$ cat src/hw/page0_regs_pkg.sv
// Constants shared by the page-0 command and status register front end.
// Assumes one system clock; every user writes package::name, nothing is imported.
package page0_regs_pkg;

    // Register offsets within page 0, as seen on the effective register address.
    localparam logic [5:0] PAGE_WINDOW_SELECT_OFS = 6'h00;
    localparam logic [5:0] OPERATION_CONTROL_OFS = 6'h01;
    localparam logic [5:0] FIFO_BYTE_PORT_OFS = 6'h02;

    // The paging register repeats every eight addresses; these low bits pick it out.
    localparam logic [2:0] PAGE_LOW_BITS = 3'h0;

    // Field positions.
    localparam int PAGE_BITS_ENABLE_POS = 7;
    localparam int PAGE_NUMBER_LSB = 0;
    localparam int PAGE_NUMBER_W = 3;
    localparam int DETECT_BUSY_POS = 7;
    localparam int CMD_CODE_LSB = 0;
    localparam int CMD_CODE_W = 6;

    // Reset values.
    localparam logic [7:0] PAGE_WINDOW_SELECT_RST = 8'h80;
    localparam logic [5:0] CMD_CODE_RST = 6'h00;
    localparam logic [6:0] FIFO_FILL_COUNT_RST = 7'h00;

    // Staging buffer geometry.
    localparam int FIFO_DEPTH = 64;
    localparam int FIFO_AW = 6;
    localparam int FIFO_COUNT_W = 7;

endpackage : page0_regs_pkg

$ cat src/hw/fifo_mem_if.sv
// Carrier between the register front end and its byte memory.
// Assumes both ends share clk_sys_i; read data lag the read strobe by one cycle.
`timescale 1ns/100ps
interface fifo_mem_if #(
    parameter int DATA_W = 8,
    parameter int ADDR_W = 6
) ();
    logic wr_en;
    logic [ADDR_W-1:0] wr_addr;
    logic [DATA_W-1:0] wr_data;
    logic rd_en;
    logic [ADDR_W-1:0] rd_addr;
    logic [DATA_W-1:0] rd_data;

    modport ctrl (output wr_en, output wr_addr, output wr_data,
                  output rd_en, output rd_addr, input rd_data);
    modport mem (input wr_en, input wr_addr, input wr_data,
                 input rd_en, input rd_addr, output rd_data);
endinterface : fifo_mem_if

$ cat src/hw/fifo_byte_mem.sv
// Simple dual-port byte memory behind the staging buffer.
// Assumes one clock; read data come out of a register one cycle after rd_en.
`timescale 1ns/100ps
module fifo_byte_mem #(
    parameter int DATA_W = 8,
    parameter int DEPTH = 64,
    parameter int ADDR_W = 6
) (
    input wire logic clk_sys_i,
    fifo_mem_if.mem port
);
    logic [DATA_W-1:0] mem_q [DEPTH];
    logic [DATA_W-1:0] rd_data_r;

    // Storage has no reset; the pointers in the front end decide what is valid.
    always_ff @(posedge clk_sys_i) begin
        if (port.wr_en) begin
            mem_q[port.wr_addr] <= port.wr_data;
        end
        if (port.rd_en) begin
            rd_data_r <= mem_q[port.rd_addr];
        end
    end

    assign port.rd_data = rd_data_r;

endmodule : fifo_byte_mem

$ cat src/hw/page0_command_status_regs.sv
// Page-0 front end: paging register, operation control register, FIFO byte port.
// Assumes the host strobes are already in clk_sys_i's domain and one at a time.
// Contract
// - Paging register decoded at every eighth address.
// - Page enable: page number forms address bits 5..3.
// - Page disabled: latch address used unchanged.
// - Reset loads paging register with 80h.
// - Writing code field starts that operation.
// - Reading returns code of running operation.
// - Bit 7 shows host detection still busy.
// - After reset code field and bit 6 zero.
// - Byte port at 02h pushes and pops FIFO.
// - FIFO shared with internal transmit/receive/command logic.
// - Seven-bit fill count follows pushes and pops.
`timescale 1ns/100ps
module page0_command_status_regs #(
    parameter int FIFO_DEPTH = page0_regs_pkg::FIFO_DEPTH
) (
    input wire logic clk_sys_i,
    input wire logic sys_rst_i,
    input wire logic [5:0] reg_addr_i,
    input wire logic reg_wr_i,
    input wire logic reg_rd_i,
    input wire logic [7:0] reg_wdata_i,
    output logic [7:0] reg_rdata_o,
    output logic reg_rvalid_o,
    output logic [5:0] reg_addr_eff_o,
    output logic cmd_start_o,
    output logic [5:0] cmd_code_o,
    input wire logic cmd_done_i,
    input wire logic host_port_detect_busy_i,
    input wire logic int_push_i,
    input wire logic [7:0] int_push_data_i,
    output logic int_push_ready_o,
    input wire logic int_pop_i,
    output logic int_pop_ready_o,
    output logic [7:0] int_pop_data_o,
    output logic int_pop_valid_o,
    output logic [6:0] fifo_fill_count_o
);
    localparam logic [6:0] DEPTH_C = 7'(FIFO_DEPTH);

    typedef struct packed {
        logic page_bits_enable;
        logic [2:0] page_number;
        logic [5:0] cmd_code;
        logic cmd_start;
        logic [7:0] rdata;
        logic rvalid;
        logic rsrc_fifo;
        logic ipop_valid;
        logic [5:0] wr_ptr;
        logic [5:0] rd_ptr;
        logic [6:0] fifo_fill_count;
    } state_type;

    state_type st_r;
    state_type st_nxt;
    logic [5:0] eff_addr;
    logic page_hit;
    logic cmd_hit;
    logic fifo_hit;
    logic host_push;
    logic host_pop;
    logic do_push;
    logic do_pop;

    fifo_mem_if #(.DATA_W(8), .ADDR_W(6)) mem_bus ();

    // Paging register answers wherever the low three address bits are zero.
    function automatic logic is_page_addr(input logic [5:0] a);
        is_page_addr = (a[2:0] == page0_regs_pkg::PAGE_LOW_BITS);
    endfunction : is_page_addr

    // Effective address and register decode.
    always_comb begin
        if (st_r.page_bits_enable) begin
            eff_addr = {st_r.page_number, reg_addr_i[2:0]};
        end else begin
            eff_addr = reg_addr_i;
        end
        page_hit = is_page_addr(eff_addr);
        cmd_hit = (eff_addr == page0_regs_pkg::OPERATION_CONTROL_OFS);
        fifo_hit = (eff_addr == page0_regs_pkg::FIFO_BYTE_PORT_OFS);
    end

    // The host has priority on both memory ports; the internal side is stalled instead.
    assign host_push = reg_wr_i && fifo_hit && (st_r.fifo_fill_count < DEPTH_C);
    assign host_pop = reg_rd_i && fifo_hit && (st_r.fifo_fill_count != 7'h00);
    assign int_push_ready_o = !(reg_wr_i && fifo_hit) && (st_r.fifo_fill_count < DEPTH_C);
    assign int_pop_ready_o = !(reg_rd_i && fifo_hit) && (st_r.fifo_fill_count != 7'h00);
    assign do_push = host_push || (int_push_i && int_push_ready_o);
    assign do_pop = host_pop || (int_pop_i && int_pop_ready_o);

    // Memory port drive: one writer and one reader per cycle.
    always_comb begin
        mem_bus.wr_en = do_push;
        mem_bus.wr_addr = st_r.wr_ptr;
        mem_bus.wr_data = host_push ? reg_wdata_i : int_push_data_i;
        mem_bus.rd_en = do_pop;
        mem_bus.rd_addr = st_r.rd_ptr;
    end

    // Next-state logic for the whole front end.
    always_comb begin
        st_nxt = st_r;
        st_nxt.cmd_start = 1'b0;
        st_nxt.rvalid = reg_rd_i;
        st_nxt.rsrc_fifo = host_pop;
        st_nxt.ipop_valid = do_pop && !host_pop;
        st_nxt.rdata = 8'h00;
        // A finishing operation drops back to idle, but a new start in the same cycle wins.
        if (cmd_done_i) begin
            st_nxt.cmd_code = page0_regs_pkg::CMD_CODE_RST;
        end
        if (reg_wr_i && page_hit) begin
            st_nxt.page_bits_enable = reg_wdata_i[page0_regs_pkg::PAGE_BITS_ENABLE_POS];
            st_nxt.page_number = reg_wdata_i[page0_regs_pkg::PAGE_NUMBER_LSB +:
                                             page0_regs_pkg::PAGE_NUMBER_W];
        end
        if (reg_wr_i && cmd_hit) begin
            st_nxt.cmd_code = reg_wdata_i[page0_regs_pkg::CMD_CODE_LSB +:
                                          page0_regs_pkg::CMD_CODE_W];
            st_nxt.cmd_start = 1'b1;
        end
        // Read data: reserved bits are zero, unmapped addresses answer zero.
        if (reg_rd_i && page_hit) begin
            st_nxt.rdata = {st_r.page_bits_enable, 4'h0, st_r.page_number};
        end else if (reg_rd_i && cmd_hit) begin
            st_nxt.rdata = {host_port_detect_busy_i, 1'b0, st_r.cmd_code};
        end
        if (do_push) begin
            st_nxt.wr_ptr = st_r.wr_ptr + 6'h01;
        end
        if (do_pop) begin
            st_nxt.rd_ptr = st_r.rd_ptr + 6'h01;
        end
        // Fill count moves by one per push and per pop; both together leave it.
        case ({do_push, do_pop})
            2'b10: st_nxt.fifo_fill_count = st_r.fifo_fill_count + 7'h01;
            2'b01: st_nxt.fifo_fill_count = st_r.fifo_fill_count - 7'h01;
            default: st_nxt.fifo_fill_count = st_r.fifo_fill_count;
        endcase
    end

    // State register with synchronous reset.
    always_ff @(posedge clk_sys_i) begin
        if (sys_rst_i) begin
            st_r <= '0;
            st_r.page_bits_enable <= page0_regs_pkg::PAGE_WINDOW_SELECT_RST[7];
            st_r.page_number <= page0_regs_pkg::PAGE_WINDOW_SELECT_RST[2:0];
            st_r.cmd_code <= page0_regs_pkg::CMD_CODE_RST;
            st_r.fifo_fill_count <= page0_regs_pkg::FIFO_FILL_COUNT_RST;
        end else begin
            st_r <= st_nxt;
        end
    end

    fifo_byte_mem #(.DATA_W(8), .DEPTH(FIFO_DEPTH), .ADDR_W(6)) u_mem (
        .clk_sys_i(clk_sys_i),
        .port(mem_bus.mem)
    );

    // Outputs; popped bytes come straight from the memory's output register.
    assign reg_rdata_o = st_r.rsrc_fifo ? mem_bus.rd_data : st_r.rdata;
    assign reg_rvalid_o = st_r.rvalid;
    assign reg_addr_eff_o = eff_addr;
    assign cmd_start_o = st_r.cmd_start;
    assign cmd_code_o = st_r.cmd_code;
    assign int_pop_data_o = mem_bus.rd_data;
    assign int_pop_valid_o = st_r.ipop_valid;
    assign fifo_fill_count_o = st_r.fifo_fill_count;
endmodule : page0_command_status_regs

$ cat config.mk
export PLATFORM = sky130hd
export DESIGN_NAME = page0_command_status_regs
export DESIGN_NICKNAME = d
export VERILOG_FILES = /design/src/hw/page0_regs_pkg.sv /design/src/hw/fifo_mem_if.sv /design/src/hw/fifo_byte_mem.sv /design/src/hw/page0_command_status_regs.sv
export SDC_FILE = /design/constraint.sdc
export NUM_CORES = 1
export LEC_CHECK = 0
export BUFFER_PORTS_ARGS = -buffer_cell sky130_fd_sc_hd__buf_2
export CORE_UTILIZATION = 33
export DETAILED_ROUTE_END_ITERATION = 10
export HOLD_SLACK_MARGIN = 0.12
export PLACE_DENSITY = 0.5
export SLEW_MARGIN = 20
export SYNTH_ARGS = -nofsm -noshare
export SYNTH_HDL_FRONTEND = slang
export SYNTH_SLANG_ARGS = --single-unit
$ cat constraint.sdc
create_clock -name clk_sys_i -period 6.6 [get_ports clk_sys_i]
set_input_delay 1.98 -clock clk_sys_i [delete_from_list [all_inputs] [get_ports clk_sys_i]]
set_output_delay 1.98 -clock clk_sys_i [all_outputs]
set_load 0.05 [all_outputs]
==> flow_metrics.env <==
export IMPL_overflow=0
export IMPL_status="finished clean"
export IMPL_worst_slack_ps=1050
export IMPL_clk_pin_slew_ps=60
export IMPL_track_usage_pct=16.2
export IMPL_vias_per_cell=5.20
export IMPL_fp_row_count=95
export IMPL_io_buffers=69
export IMPL_drv_slew=0
export IMPL_async_flop_share_pct=0
export IMPL_max_freq_mhz=180
export IMPL_yosysWarnings=0
export IMPL_grt_pass1_wl_mm=82.1
export IMPL_layout_drive_gt1_share_pct=24.5
export IMPL_io_pins=70
export IMPL_grt_max_degree=86
export IMPL_finClkSkew_ps=35.6
export IMPL_timing_worst_slew_pin_value_ps=1050
export IMPL_syn_to_final_growth_pct=15.4
export IMPL_die_area_mm2=0.0690
export IMPL_post_place_ws_ps=762
export IMPL_routedWlPerCell_um=24.5
export IMPL_root_buffer="clkbuf_16"
export IMPL_vias=11900
export IMPL_cts_buffers=59
export IMPL_postCtsSetupBuffers=0
export IMPL_crit_chain="buf_2, or3_1, a2111oi_4, a21oi_1, buf_2"
export IMPL_grt_pass1_vias=11900
export IMPL_hold_buffers=0
export IMPL_crit_path_max_fanout=7
export IMPL_synth_cells=1262
export IMPL_place_area_mm2=0.0240
export IMPL_crit_type="input pin to primary output"
export IMPL_first_iter_violations=1150
export IMPL_cts_resized=0
export IMPL_drtPass1Iterations=5
export IMPL_tns_ps=0
export IMPL_relSlewSlack_pct=29.5
export IMPL_synth_area_mm2=0.0224
export IMPL_drtAntennaViolNets=0
export IMPL_crit_slowest_cell="a2111oi_4"
export IMPL_required_ps=4620
export IMPL_synth_seq_cells=560
export IMPL_die_w_um=263
export IMPL_startpoint_type="input pin"
export IMPL_drc=0
export IMPL_wl_mm=56.3
export IMPL_insertion_delay_ps=630
export IMPL_antenna_found_initial=0
export IMPL_power_density_mw_per_mm2=336
export IMPL_crit_path_max_incr_delay_ps=620
export IMPL_clock_path_buffers=3
export IMPL_initial_utilization_pct=33.4
export IMPL_htree_levels=2
export IMPL_clock_sinks=560
export IMPL_rsz0062_at_grt="false"
export IMPL_synth_cell_types=59
export IMPL_n_antenna_cell=0
export IMPL_core_mm2=0.0672
export IMPL_place_congestion=0.831
export IMPL_worstPathArrival_ps=3570
export IMPL_synth_edf_count=520
export IMPL_min_period_ps=5550
export IMPL_fin_area_mm2=0.0259
export IMPL_yosysSeqAreaShare_pct=73.2
export IMPL_p_leak_nw=8.14
export IMPL_worst_ir_drop_vdd_v=0.000182
export IMPL_worst_setup_path_end_kind="primary output"
export IMPL_p_total_w=0.00870
export IMPL_min_path_type="flip-flop to flip-flop"
export IMPL_die_height_um=263
export IMPL_ff2ff_setup_slack_ps=2360
export IMPL_cts_tree="yes"
export IMPL_synthesis_nets=1301
export IMPL_nFillCells=6150
export IMPL_path_common_cell="buf_2"
export IMPL_layout_nets=1413
export IMPL_hpwl_mm=35.3
export IMPL_avgSynthCellArea_um2=17.8
export IMPL_hold_viol=0
export IMPL_maxCapViolations=0
export IMPL_ys_flop_type="edfxtp_1"
export IMPL_setup_viol=0
export IMPL_post_route_period_util_pct=84.1
[layer usage]
| metal | track usage (%) | vias to the layer above | wire (um) |
|---|---|---|---|
| met4 | 4.24 | 0 | 1260 |
| met3 | 2.60 | 84 | 3100 |
| met5 | 0 | - | 0 |
| met2 | 25.1 | 392 | 25900 |
| li1 | - | 5262 | - |
| met1 | 23.6 | 6195 | 26000 |
[final cells by class]
| class | count | area, um2 | area share, % |
|---|---|---|---|
| flip-flops and latches | 560 | 16400 | 63.5 |
| multi-input cells | 607 | 5580 | 21.6 |
| clock buffers | 77 | 1570 | 6.05 |
| well taps | 873 | 1090 | 4.22 |
| repair buffers | 134 | 846 | 3.27 |
| clock inverters | 33 | 308 | 1.19 |
| inverters | 12 | 45.0 | 0.174 |
[cell families after synthesis]
logic type / count (synthesis) / synth area share (%)
AO/OA/AOI/OAI: 131 / 4.29
multiplexers: 199 / 14.4
adder cells (fa/ha/maj): 9 / 0.536
XOR/XNOR: 3 / 0.117
flip-flops: 560 / 73.2
AND/OR/NAND/NOR: 265 / 5.46
buffers and inverters: 95 / 1.95
[cells in the mapped netlist, types with 7 or more instances]
cell | count | area share, %
a211o_1 | 7 | 0.27
a211oi_1 | 7 | 0.23
a21o_1 | 9 | 0.30
a21oi_1 | 25 | 0.56
a31oi_1 | 8 | 0.22
a41oi_1 | 7 | 0.27
buf_1 | 10 | 0.17
buf_2 | 16 | 0.36
buf_4 | 16 | 0.54
clkbuf_1 | 41 | 0.69
dfxtp_1 | 40 | 3.6
edfxtp_1 | 520 | 70
ha_1 | 8 | 0.45
inv_1 | 11 | 0.18
mux2_2 | 23 | 1.2
mux2i_1 | 79 | 3.5
mux4_2 | 97 | 9.7
nand2_1 | 34 | 0.57
nand3_1 | 20 | 0.45
nand3b_1 | 11 | 0.37
nand4_1 | 8 | 0.22
nor2_1 | 138 | 2.3
nor2b_1 | 9 | 0.25
nor3_1 | 12 | 0.27
o21ai_0 | 8 | 0.18
o221ai_1 | 15 | 0.59
o22a_1 | 7 | 0.27
o22ai_1 | 15 | 0.42
[sequential cells by signal, indices dropped and copies added (netlist names)]
register and cells:
cmd_start_o 1, cmd_code_o 6, u_mem.port.rd_data 8, int_pop_valid_o 1
mem_bus.wr_addr 6, u_mem.mem_q 512, reg_rvalid_o 1, fifo_fill_count_o 7
st_r 12, mem_bus.rd_addr 6
[cells in the final DEF (no fill, tap or decap), types with 8 or more instances in the layout]
cell,count
a21o_1,9
a21oi_1,25
a31oi_1,8
buf_2,69
buf_4,64
clkbuf_1,17
clkbuf_16,60
clkinv_1,10
clkinv_2,12
dfxtp_1,37
edfxtp_1,520
ha_1,8
inv_1,11
mux2_2,21
mux2i_1,79
mux4_2,97
nand2_1,34
nand3_1,20
nand3b_1,11
nand4_1,8
nor2_1,138
nor2b_1,9
nor3_1,12
o21ai_0,8
o221ai_1,15
o22ai_1,15
[worst max-delay path, delay by kind of cell]
kind / cells / cell delay, ps
AOI/OAI and AO/OA: 2 / 790
buffers and inverters: 2 / 370
and+or+nand+nor: 1 / 420
[worst paths after layout]
path | end | cells past startpoint | start
setup reg to reg | fifo_fill_count_o[6] | 13 | st_r[40]
setup / recovery | int_pop_ready_o | 5 | reg_addr_i[4]
hold / removal | st_r[39] | 2 | st_r[39]
hold reg to reg | st_r[39] | 2 | st_r[39]
[where the power goes]
part           switching, W  internal, W  total, W
sequential        0.0000855      0.00398   0.00406
combinational      0.000884     0.000518   0.00140
clock               0.00137      0.00186   0.00323
total               0.00234      0.00636   0.00870
[metrics by stage]
stage | utilization, % | instances | hold slack [ps]
floorplan | - | 1262 | 446
global placement | 35.7 | 2186 | 478
detailed placement | 35.7 | 2186 | 483
CTS | 38.5 | 2296 | 492
global route | 38.5 | 2296 | 528
finish | 38.5 | 2296 | 500
No activity file was read; power rests on OpenSTA's default activity.
